===== config.mk =====
export PLATFORM = sky130hd
export DESIGN_NAME = periph_clock_gate
export DESIGN_NICKNAME = d
export VERILOG_FILES = /design/src/periph_clock_gate_pkg.sv /design/src/gated_clock_bank.sv /design/src/periph_clock_gate.sv
export SDC_FILE = /design/constraint.sdc
export NUM_CORES = 1
export LEC_CHECK = 0
export BUFFER_PORTS_ARGS = -buffer_cell sky130_fd_sc_hd__buf_2
export CAP_MARGIN = 20
export CORE_AREA = 4 4 132 134
export DETAILED_ROUTE_END_ITERATION = 8
export DIE_AREA = 0 0 136 138
export MAX_ROUTING_LAYER = met4
export PLACE_DENSITY = 0.71
export SLEW_MARGIN = 25
export SYNTH_ARGS = -nofsm -noshare
export SYNTH_HDL_FRONTEND = slang
export SYNTH_SLANG_ARGS = --single-unit

===== constraint.sdc =====
create_clock -name clk -period 1.6 [get_ports clk]
set_input_delay 0.16 -clock clk [delete_from_list [all_inputs] [get_ports clk]]
set_output_delay 0.16 -clock clk [all_outputs]
set_load 0.03 [all_outputs]

===== src/periph_clock_gate_pkg.sv =====
package periph_clock_gate_pkg;

	localparam int          ADDR_W              = 8;
	localparam int          DATA_W              = 32;
	localparam int          BE_W                = 4;
	localparam int          INDEX_W             = 5;

	// Byte addresses of the two gate registers
	localparam logic [7:0]  BUS2_GATE_OFFSET    = 8'h18;
	localparam logic [7:0]  BUS1_GATE_OFFSET    = 8'h1c;

	localparam logic [31:0] BUS2_GATE_RESET     = 32'h0000_0000;
	localparam logic [31:0] BUS1_GATE_RESET     = 32'h0000_0000;
	localparam logic [31:0] UNMAPPED_READ_VALUE = 32'h0000_0000;
	localparam logic [31:0] ONE_BIT             = 32'h0000_0001;

	// Second gate register bit positions
	localparam int SYSCONF_COMPARATOR_CLK_EN_BIT    = 0;
	localparam int ADC_IF_CLK_EN_BIT                = 9;
	localparam int ADVANCED_TIMER_CLK_EN_BIT        = 11;
	localparam int SERIAL_PERIPH_A_CLK_EN_BIT       = 12;
	localparam int SERIAL_PORT_A_CLK_EN_BIT         = 14;
	localparam int GENERAL_TIMER_FIFTEEN_CLK_EN_BIT = 16;
	localparam int GENERAL_TIMER_SIXTEEN_CLK_EN_BIT = 17;
	localparam int GENERAL_TIMER_SEVENTEEN_CLK_EN_BIT = 18;
	localparam int DEBUG_UNIT_CLK_EN_BIT            = 22;

	// First gate register bit positions
	localparam int TIMER_TWO_CLK_EN_BIT             = 0;
	localparam int TIMER_THREE_CLK_EN_BIT           = 1;
	localparam int BASIC_TIMER_CLK_EN_BIT           = 4;
	localparam int TIMER_FOURTEEN_CLK_EN_BIT        = 8;
	localparam int WINDOWED_WATCHDOG_CLK_EN_BIT     = 11;
	localparam int SERIAL_PERIPH_B_CLK_EN_BIT       = 14;
	localparam int SERIAL_PORT_B_CLK_EN_BIT         = 17;
	localparam int TWO_WIRE_A_CLK_EN_BIT            = 21;
	localparam int TWO_WIRE_B_CLK_EN_BIT            = 22;
	localparam int POWER_INTERFACE_CLK_EN_BIT       = 28;
	localparam int DAC_CLK_EN_BIT                   = 29;
	localparam int CEC_CLK_EN_BIT                   = 30;

	localparam logic [31:0] BUS2_GATE_MASK =
		(ONE_BIT << SYSCONF_COMPARATOR_CLK_EN_BIT) |
		(ONE_BIT << ADC_IF_CLK_EN_BIT) |
		(ONE_BIT << ADVANCED_TIMER_CLK_EN_BIT) |
		(ONE_BIT << SERIAL_PERIPH_A_CLK_EN_BIT) |
		(ONE_BIT << SERIAL_PORT_A_CLK_EN_BIT) |
		(ONE_BIT << GENERAL_TIMER_FIFTEEN_CLK_EN_BIT) |
		(ONE_BIT << GENERAL_TIMER_SIXTEEN_CLK_EN_BIT) |
		(ONE_BIT << GENERAL_TIMER_SEVENTEEN_CLK_EN_BIT) |
		(ONE_BIT << DEBUG_UNIT_CLK_EN_BIT);

	localparam logic [31:0] BUS1_GATE_MASK =
		(ONE_BIT << TIMER_TWO_CLK_EN_BIT) |
		(ONE_BIT << TIMER_THREE_CLK_EN_BIT) |
		(ONE_BIT << BASIC_TIMER_CLK_EN_BIT) |
		(ONE_BIT << TIMER_FOURTEEN_CLK_EN_BIT) |
		(ONE_BIT << WINDOWED_WATCHDOG_CLK_EN_BIT) |
		(ONE_BIT << SERIAL_PERIPH_B_CLK_EN_BIT) |
		(ONE_BIT << SERIAL_PORT_B_CLK_EN_BIT) |
		(ONE_BIT << TWO_WIRE_A_CLK_EN_BIT) |
		(ONE_BIT << TWO_WIRE_B_CLK_EN_BIT) |
		(ONE_BIT << POWER_INTERFACE_CLK_EN_BIT) |
		(ONE_BIT << DAC_CLK_EN_BIT) |
		(ONE_BIT << CEC_CLK_EN_BIT);

	// Peripheral-bus side of one bus: transfer outstanding plus a read being returned
	typedef struct packed {
		logic                busy;
		logic [INDEX_W-1:0]  rd_index;
		logic [DATA_W-1:0]   rdata;
	} pbus_rd_t;

endpackage


===== src/gated_clock_bank.sv =====
`timescale 1ns/1ps

// Glitch-free gating: the enable is retimed on the falling edge, so it can only
// change while clk is low and the AND never cuts a high phase short.
module gated_clock_bank #(
	parameter int N = 32
) (
	input  wire logic          clk,
	input  wire logic          rst_n,
	input  wire logic [N-1:0]  en,
	output logic      [N-1:0]  gclk
);

	logic [N-1:0] en_low_reg;
	logic [N-1:0] en_low_next;

	always_comb
	begin
		en_low_next = en;
		if (!rst_n)
		begin
			en_low_next = '0;
		end
	end

	always_ff @(negedge clk)
	begin
		en_low_reg <= en_low_next;
	end

	assign gclk = {N{clk}} & en_low_reg;

endmodule // gated_clock_bank


===== src/periph_clock_gate.sv =====
`timescale 1ns/1ps

module periph_clock_gate (
	input  wire logic                                        clk,
	input  wire logic                                        rst_n,
	input  wire logic [periph_clock_gate_pkg::ADDR_W-1:0]    av_address,
	input  wire logic                                        av_read,
	input  wire logic                                        av_write,
	input  wire logic [periph_clock_gate_pkg::BE_W-1:0]      av_byteenable,
	input  wire logic [periph_clock_gate_pkg::DATA_W-1:0]    av_writedata,
	output logic      [periph_clock_gate_pkg::DATA_W-1:0]    av_readdata,
	output logic                                             av_waitrequest,
	input  wire periph_clock_gate_pkg::pbus_rd_t             pbus2_in,
	input  wire periph_clock_gate_pkg::pbus_rd_t             pbus1_in,
	output logic      [periph_clock_gate_pkg::DATA_W-1:0]    pbus2_rdata_out,
	output logic      [periph_clock_gate_pkg::DATA_W-1:0]    pbus1_rdata_out,
	output logic      [periph_clock_gate_pkg::DATA_W-1:0]    bus2_gate_en,
	output logic      [periph_clock_gate_pkg::DATA_W-1:0]    bus1_gate_en,
	output logic      [periph_clock_gate_pkg::DATA_W-1:0]    bus2_gclk,
	output logic                                             comparator_gclk,
	output logic      [periph_clock_gate_pkg::DATA_W-1:0]    bus1_gclk
);

	localparam int DW = periph_clock_gate_pkg::DATA_W;

	logic [DW-1:0] bus2_clock_gate_reg;
	logic [DW-1:0] bus2_clock_gate_next;
	logic [DW-1:0] bus1_clock_gate_reg;
	logic [DW-1:0] bus1_clock_gate_next;
	logic          pbus2_busy_reg;
	logic          pbus2_busy_next;
	logic          pbus1_busy_reg;
	logic          pbus1_busy_next;
	logic [DW-1:0] pbus2_rdata_reg;
	logic [DW-1:0] pbus2_rdata_next;
	logic [DW-1:0] pbus1_rdata_reg;
	logic [DW-1:0] pbus1_rdata_next;
	logic          sel_bus2;
	logic          sel_bus1;
	logic          stall;
	logic          write_taken;
	logic [1:0]    comparator_gate;

	// Byte-lane write merge, then drop bits that have no clock behind them
	function automatic logic [DW-1:0] merge_write(
		input logic [DW-1:0]                            old_val,
		input logic [DW-1:0]                            wdata,
		input logic [periph_clock_gate_pkg::BE_W-1:0]   be,
		input logic [DW-1:0]                            impl_mask
	);
		logic [DW-1:0] lane_mask;
		lane_mask = {{8{be[3]}}, {8{be[2]}}, {8{be[1]}}, {8{be[0]}}};
		return ((old_val & ~lane_mask) | (wdata & lane_mask)) & impl_mask;
	endfunction

	// Peripheral read data pass only when that peripheral is clocked
	function automatic logic [DW-1:0] gate_read(
		input logic [DW-1:0]                              enables,
		input logic [periph_clock_gate_pkg::INDEX_W-1:0]  index,
		input logic [DW-1:0]                              rdata
	);
		return enables[index] ? rdata : '0;
	endfunction

	// Address decode
	always_comb
	begin
		sel_bus2 = 1'b0;
		sel_bus1 = 1'b0;
		if (av_address == periph_clock_gate_pkg::BUS2_GATE_OFFSET)
		begin
			sel_bus2 = 1'b1;
		end
		else if (av_address == periph_clock_gate_pkg::BUS1_GATE_OFFSET)
		begin
			sel_bus1 = 1'b1;
		end
	end

	// stall on whichever selected bus has its registered busy flag set
	// Busy is registered, so a transfer that starts this cycle stalls from the next one;
	// the peripheral bus master only starts transfers one cycle after raising busy.
	assign stall          = (av_read | av_write) &
	                        ((sel_bus2 & pbus2_busy_reg) | (sel_bus1 & pbus1_busy_reg));
	assign av_waitrequest = stall;
	assign write_taken    = av_write & ~stall;

	// Combinational readback gives a zero-wait answer unless the selected bus is busy (reads stall like writes); unmapped reads give zero
	always_comb
	begin
		av_readdata = periph_clock_gate_pkg::UNMAPPED_READ_VALUE;
		if (sel_bus2)
		begin
			av_readdata = bus2_clock_gate_reg;
		end
		else if (sel_bus1)
		begin
			av_readdata = bus1_clock_gate_reg;
		end
	end

	always_comb
	begin
		bus2_clock_gate_next = bus2_clock_gate_reg;
		bus1_clock_gate_next = bus1_clock_gate_reg;
		pbus2_busy_next      = pbus2_in.busy;
		pbus1_busy_next      = pbus1_in.busy;
		pbus2_rdata_next     = '0;
		pbus1_rdata_next     = '0;
		if (!rst_n)
		begin
			bus2_clock_gate_next = periph_clock_gate_pkg::BUS2_GATE_RESET;
			bus1_clock_gate_next = periph_clock_gate_pkg::BUS1_GATE_RESET;
			pbus2_busy_next      = 1'b0;
			pbus1_busy_next      = 1'b0;
		end
		else
		begin
			pbus2_rdata_next = gate_read(bus2_clock_gate_reg, pbus2_in.rd_index, pbus2_in.rdata);
			pbus1_rdata_next = gate_read(bus1_clock_gate_reg, pbus1_in.rd_index, pbus1_in.rdata);
			if (write_taken && sel_bus2)
			begin
				bus2_clock_gate_next = merge_write(bus2_clock_gate_reg, av_writedata,
				                                   av_byteenable,
				                                   periph_clock_gate_pkg::BUS2_GATE_MASK);
			end
			else if (write_taken && sel_bus1)
			begin
				bus1_clock_gate_next = merge_write(bus1_clock_gate_reg, av_writedata,
				                                   av_byteenable,
				                                   periph_clock_gate_pkg::BUS1_GATE_MASK);
			end
		end
	end

	always_ff @(posedge clk)
	begin
		bus2_clock_gate_reg <= bus2_clock_gate_next;
		bus1_clock_gate_reg <= bus1_clock_gate_next;
		pbus2_busy_reg      <= pbus2_busy_next;
		pbus1_busy_reg      <= pbus1_busy_next;
		pbus2_rdata_reg     <= pbus2_rdata_next;
		pbus1_rdata_reg     <= pbus1_rdata_next;
	end

	assign bus2_gate_en    = bus2_clock_gate_reg;
	assign bus1_gate_en    = bus1_clock_gate_reg;
	assign pbus2_rdata_out = pbus2_rdata_reg;
	assign pbus1_rdata_out = pbus1_rdata_reg;

	// second bus clock bank, one output per bit position
	gated_clock_bank #(
		.N    (DW)
	) u_bus2_gates (
		.clk  (clk),
		.rst_n(rst_n),
		.en   (bus2_clock_gate_reg),
		.gclk (bus2_gclk)
	);

	// shared bit feeds a second clock
	// Kept as its own cell so comparator and system-configuration gates match in delay.
	gated_clock_bank #(
		.N    (2)
	) u_comparator_gate (
		.clk  (clk),
		.rst_n(rst_n),
		.en   ({2{bus2_clock_gate_reg[periph_clock_gate_pkg::SYSCONF_COMPARATOR_CLK_EN_BIT]}}),
		.gclk (comparator_gate)
	);

	assign comparator_gclk = comparator_gate[0];

	gated_clock_bank #(
		.N    (DW)
	) u_bus1_gates (
		.clk  (clk),
		.rst_n(rst_n),
		.en   (bus1_clock_gate_reg),
		.gclk (bus1_gclk)
	);

endmodule // periph_clock_gate


# == Word level (Yosys, flattened, before mapping) ==
# Index checks and enable logic that the tools add are counted.
# word_totals
regBits,109
wordCells,44
# op_classes
n_eq_ne,2
n_bitwise,17
order_cmp,2
mux,9
n_reduce_logical,5
# ops
cell,count
$and A31 B31 Y31,2
$mux W31,2
$and A32 B23 Y32,1
$and A32 B31 Y32,1
$not A31 Y31,1
$or A31 B31 Y31,1
$and A23 B23 Y23,1
$or A23 B23 Y23,1
$eq A8 B5 Y1 const B,2
$lt A5 B6 Y1 const B,2
$bmux W1 S5,2
$reduce_and A2 Y1,3
$and A1 B1 Y1,5
$mux W1,5
$logic_and A1 B1 Y1,2
$not A1 Y1,2
$or A1 B1 Y1,2

# == Logic depth before layout (Yosys ltp) ==
# logic_depth
word_depth,11
ltp_mapped,6
ltp_nobuf,4

# == Cells and area by module ==
# A second synthesis with hierarchy kept.
# unflattened
cells_unflattened,650
area_unflattened_um2,5960.7
# by_module_without_submodules
module,n_inst,cells_per_inst,area_per_inst_um2
periph_clock_gate,1,437,3742.3
gated_clock_bank (u_bus1_gates ...),2,103,1074.8
gated_clock_bank (u_comparator_gate),1,7,68.8

==> flow_summary.ini <==
[outcome]
status = finished, violations left
violations = negative setup slack

[grt]
grt_max_degree = 43
grt-ovfl-total = 0
track_usage_pct = 18.3
grt_first_pass_wirelength_um = 25700
antenna_found_initial = 1
grt_pass1_vias = 5029

[timing]
rsz0062_at_grt = yes
finClkSkew_ns = 0.0876
slew_violations = 0
hold_viol = 0
setup_ws_ns = -0.618
final-setup-viol-count = 60

[layout]
regArea_mm2 = 0.00218
mostFrequentLayoutCells = buf_2, nand2_1, conb_1
final_common_cell = buf_2
fin_cells = 1125
multi_input_area_mm2 = 0.00213
fillCellCount = 1482
drive_gt1_share_pct = 40.3
final_net_count = 1021
syn_to_final_growth_pct = 70.8
fin_util_pct = 49.1

[place]
dpl.cell_count = 982
io_buffers = 231
place.gp.congestion = 0.847
hpwl_um = 10800

[synthesis]
syn_inst = 543
synth-seq-area-share_pct = 46.1
syn_area_mm2 = 0.00469
ys_warn_count = 0
postSynthAreaPerCell_um2 = 8.63
yosys_register_bits = 108
ys_types = 35

[route]
dr_total_vias = 4834
first_pass_iters = 4
drt_iter0_markers = 317
wirelength_um = 17600
drc_errors = 0
ant_nets = 0
wl_per_cell_um = 15.6
vias_per_cell = 4.30

[job]
maxCapViolations = 0

[worst_setup_path]
critPathCaptureType = output port
crit_fanout = 2
critical_path_buf_inv_count = 2
crit_type = flop to output port
crit_family = flip-flops
cp_slowest_stage_delay_ns = 0.30
worstPathCellList = and2_4 > clkbuf_16 > buf_8
cp_data_required_time_ns = 1.44
slowest_stage = dfxtp_2
cp.arrival_ns = 2.06
cp-start-kind = flop

[floorplanning]
die_x_um = 136
die-area_mm2 = 0.0188
die_h_um = 138
pin_count = 350
start_util_pct = 28.8
core_area_mm2 = 0.0163
placementRows = 47

[cts]
clk_latency_ns = 0.55
clkTransAtPathRegs_ns = 0.08
cts_tree = built

[pwr]
ir_drop_mv = 0.667
power.density_mw_per_mm2 = 1020
p_leak_nw = 4.30

[min_path]
hold_class = input port to flop
## area by class of cell
type / instances / share of cell area [%]
Inverter: 26 / 1.22
Multi-Input combinational cell: 376 / 26.6
Clock buffer: 47 / 10.3
Sequential cell: 108 / 27.2
Timing Repair Buffer: 318 / 28.9
Clock inverter: 29 / 2.22
Tap cell: 220 / 3.44
Antenna cell: 1 / 0.0313
## repair_timing
action | 4_1_cts | 5_1_grt
gates resized for setup | 117 | 25
hold buffers | 81 | 0
buffers inserted | 9 | 1
gates cloned | 1 | 2
endpoints found under the setup margin | 60 | 83
pin swaps | 25 | 8
endpoints found under the hold margin | 84 | 0
## path summary, 6_finish.rpt
| check | endpoint | slack [ns] | depth (start not counted) | start |
|---|---|---|---|---|
| setup / recovery | comparator_gclk | -0.62 | 3 | u_bus2_gates.en_low_reg[0]$_SDFF_NN0_ |
| hold / removal | flop | 0.02 | 3 | av_writedata[14] |
| setup reg to reg | pbus1_rdata_out[5]$_SDFF_PN0_ | 0.05 | 5 | flop |
| hold reg to reg | flop | 0.50 | 2 | flop |
## metal layers
metal / track usage [%] / wire length, um / share of wire [%]
met3: 5.49 / 1460 / 8.3
met2: 30.1 / 8960 / 51
met1: 18.4 / 6300 / 36
met5: - / 0 / 0
met4: 12.7 / 857 / 4.9
## through the flow
| step | TNS [ns] | worst slack [ns] | instance area (um^2) | hold WS [ns] | power [mW] |
|---|---|---|---|---|---|
| after floorplan | -0.0965 | -0.0470 | 5150 | 0.285 | 3.75 |
| after global placement | -5.18 | -0.225 | 5920 | 0.371 | 3.72 |
| after detailed placement | -6.24 | -0.240 | 5920 | 0.374 | 3.72 |
| after CTS | -12.33 | -0.625 | 7900 | 0.00900 | 8.19 |
| after global routing | -13.70 | -0.655 | 8010 | 0.0160 | 8.51 |
| final | -11.76 | -0.618 | 8010 | 0.0214 | 8.13 |
## report_power, final
part / total (mW) / switching, mW / internal (mW) / leakage (nW)
registers: 2.75 / 0.0154 / 2.73 / 0.883
clock network: 4.36 / 1.77 / 2.59 / 0.673
logic: 1.02 / 0.679 / 0.345 / 2.75
total: 8.13 / 2.46 / 5.67 / 4.30
## worst register-to-register path, stage by stage (launching register included)
cell and delay (ns):
dfxtp_2 0.35, or3b_4 0.38, a21oi_2 0.18, o221ai_4 0.20, clkbuf_16 0.24, a21oi_2 0.14
## kinds of logic after synthesis
family,after synthesis,synth area share [%]
compound gates,52,6.54
mux,23,4.91
simple gates,199,21.0
buf+inv,160,21.4
other cells,1,0.0800
flops,108,46.1
## cell usage after synthesis
master | instances | area (um^2)
and2_1 | 35 | 219
o22ai_1 | 1 | 6.26
or4b_4 | 1 | 13.8
and3b_1 | 1 | 8.76
buf_2 | 10 | 50.1
nand3_1 | 3 | 15.0
buf_4 | 103 | 773
nor3_1 | 33 | 165
clkbuf_2 | 1 | 5.00
nor3_4 | 2 | 32.5
nor4b_1 | 1 | 8.76
a21boi_0 | 1 | 7.51
nand2b_1 | 3 | 18.8
mux2i_1 | 23 | 230
a221oi_1 | 1 | 8.76
a31oi_1 | 1 | 6.26
a31o_2 | 1 | 8.76
o31ai_1 | 2 | 15.0
nor4_1 | 2 | 12.5
a21oi_1 | 36 | 180
nand4b_1 | 4 | 35.0
o21ai_0 | 1 | 5.00
a22oi_1 | 1 | 7.51
or3b_2 | 2 | 17.5
inv_1 | 27 | 101
nand4_1 | 2 | 12.5
o221ai_1 | 2 | 17.5
dfxtp_1 | 108 | 2160
a22o_1 | 5 | 43.8
nand2_1 | 102 | 383
conb_1 | 1 | 3.75
nor2b_1 | 3 | 18.8
nor2_1 | 4 | 15.0
nor3b_1 | 1 | 7.51
clkbuf_1 | 19 | 71.3
No activity file was read; power rests on OpenSTA's default activity.
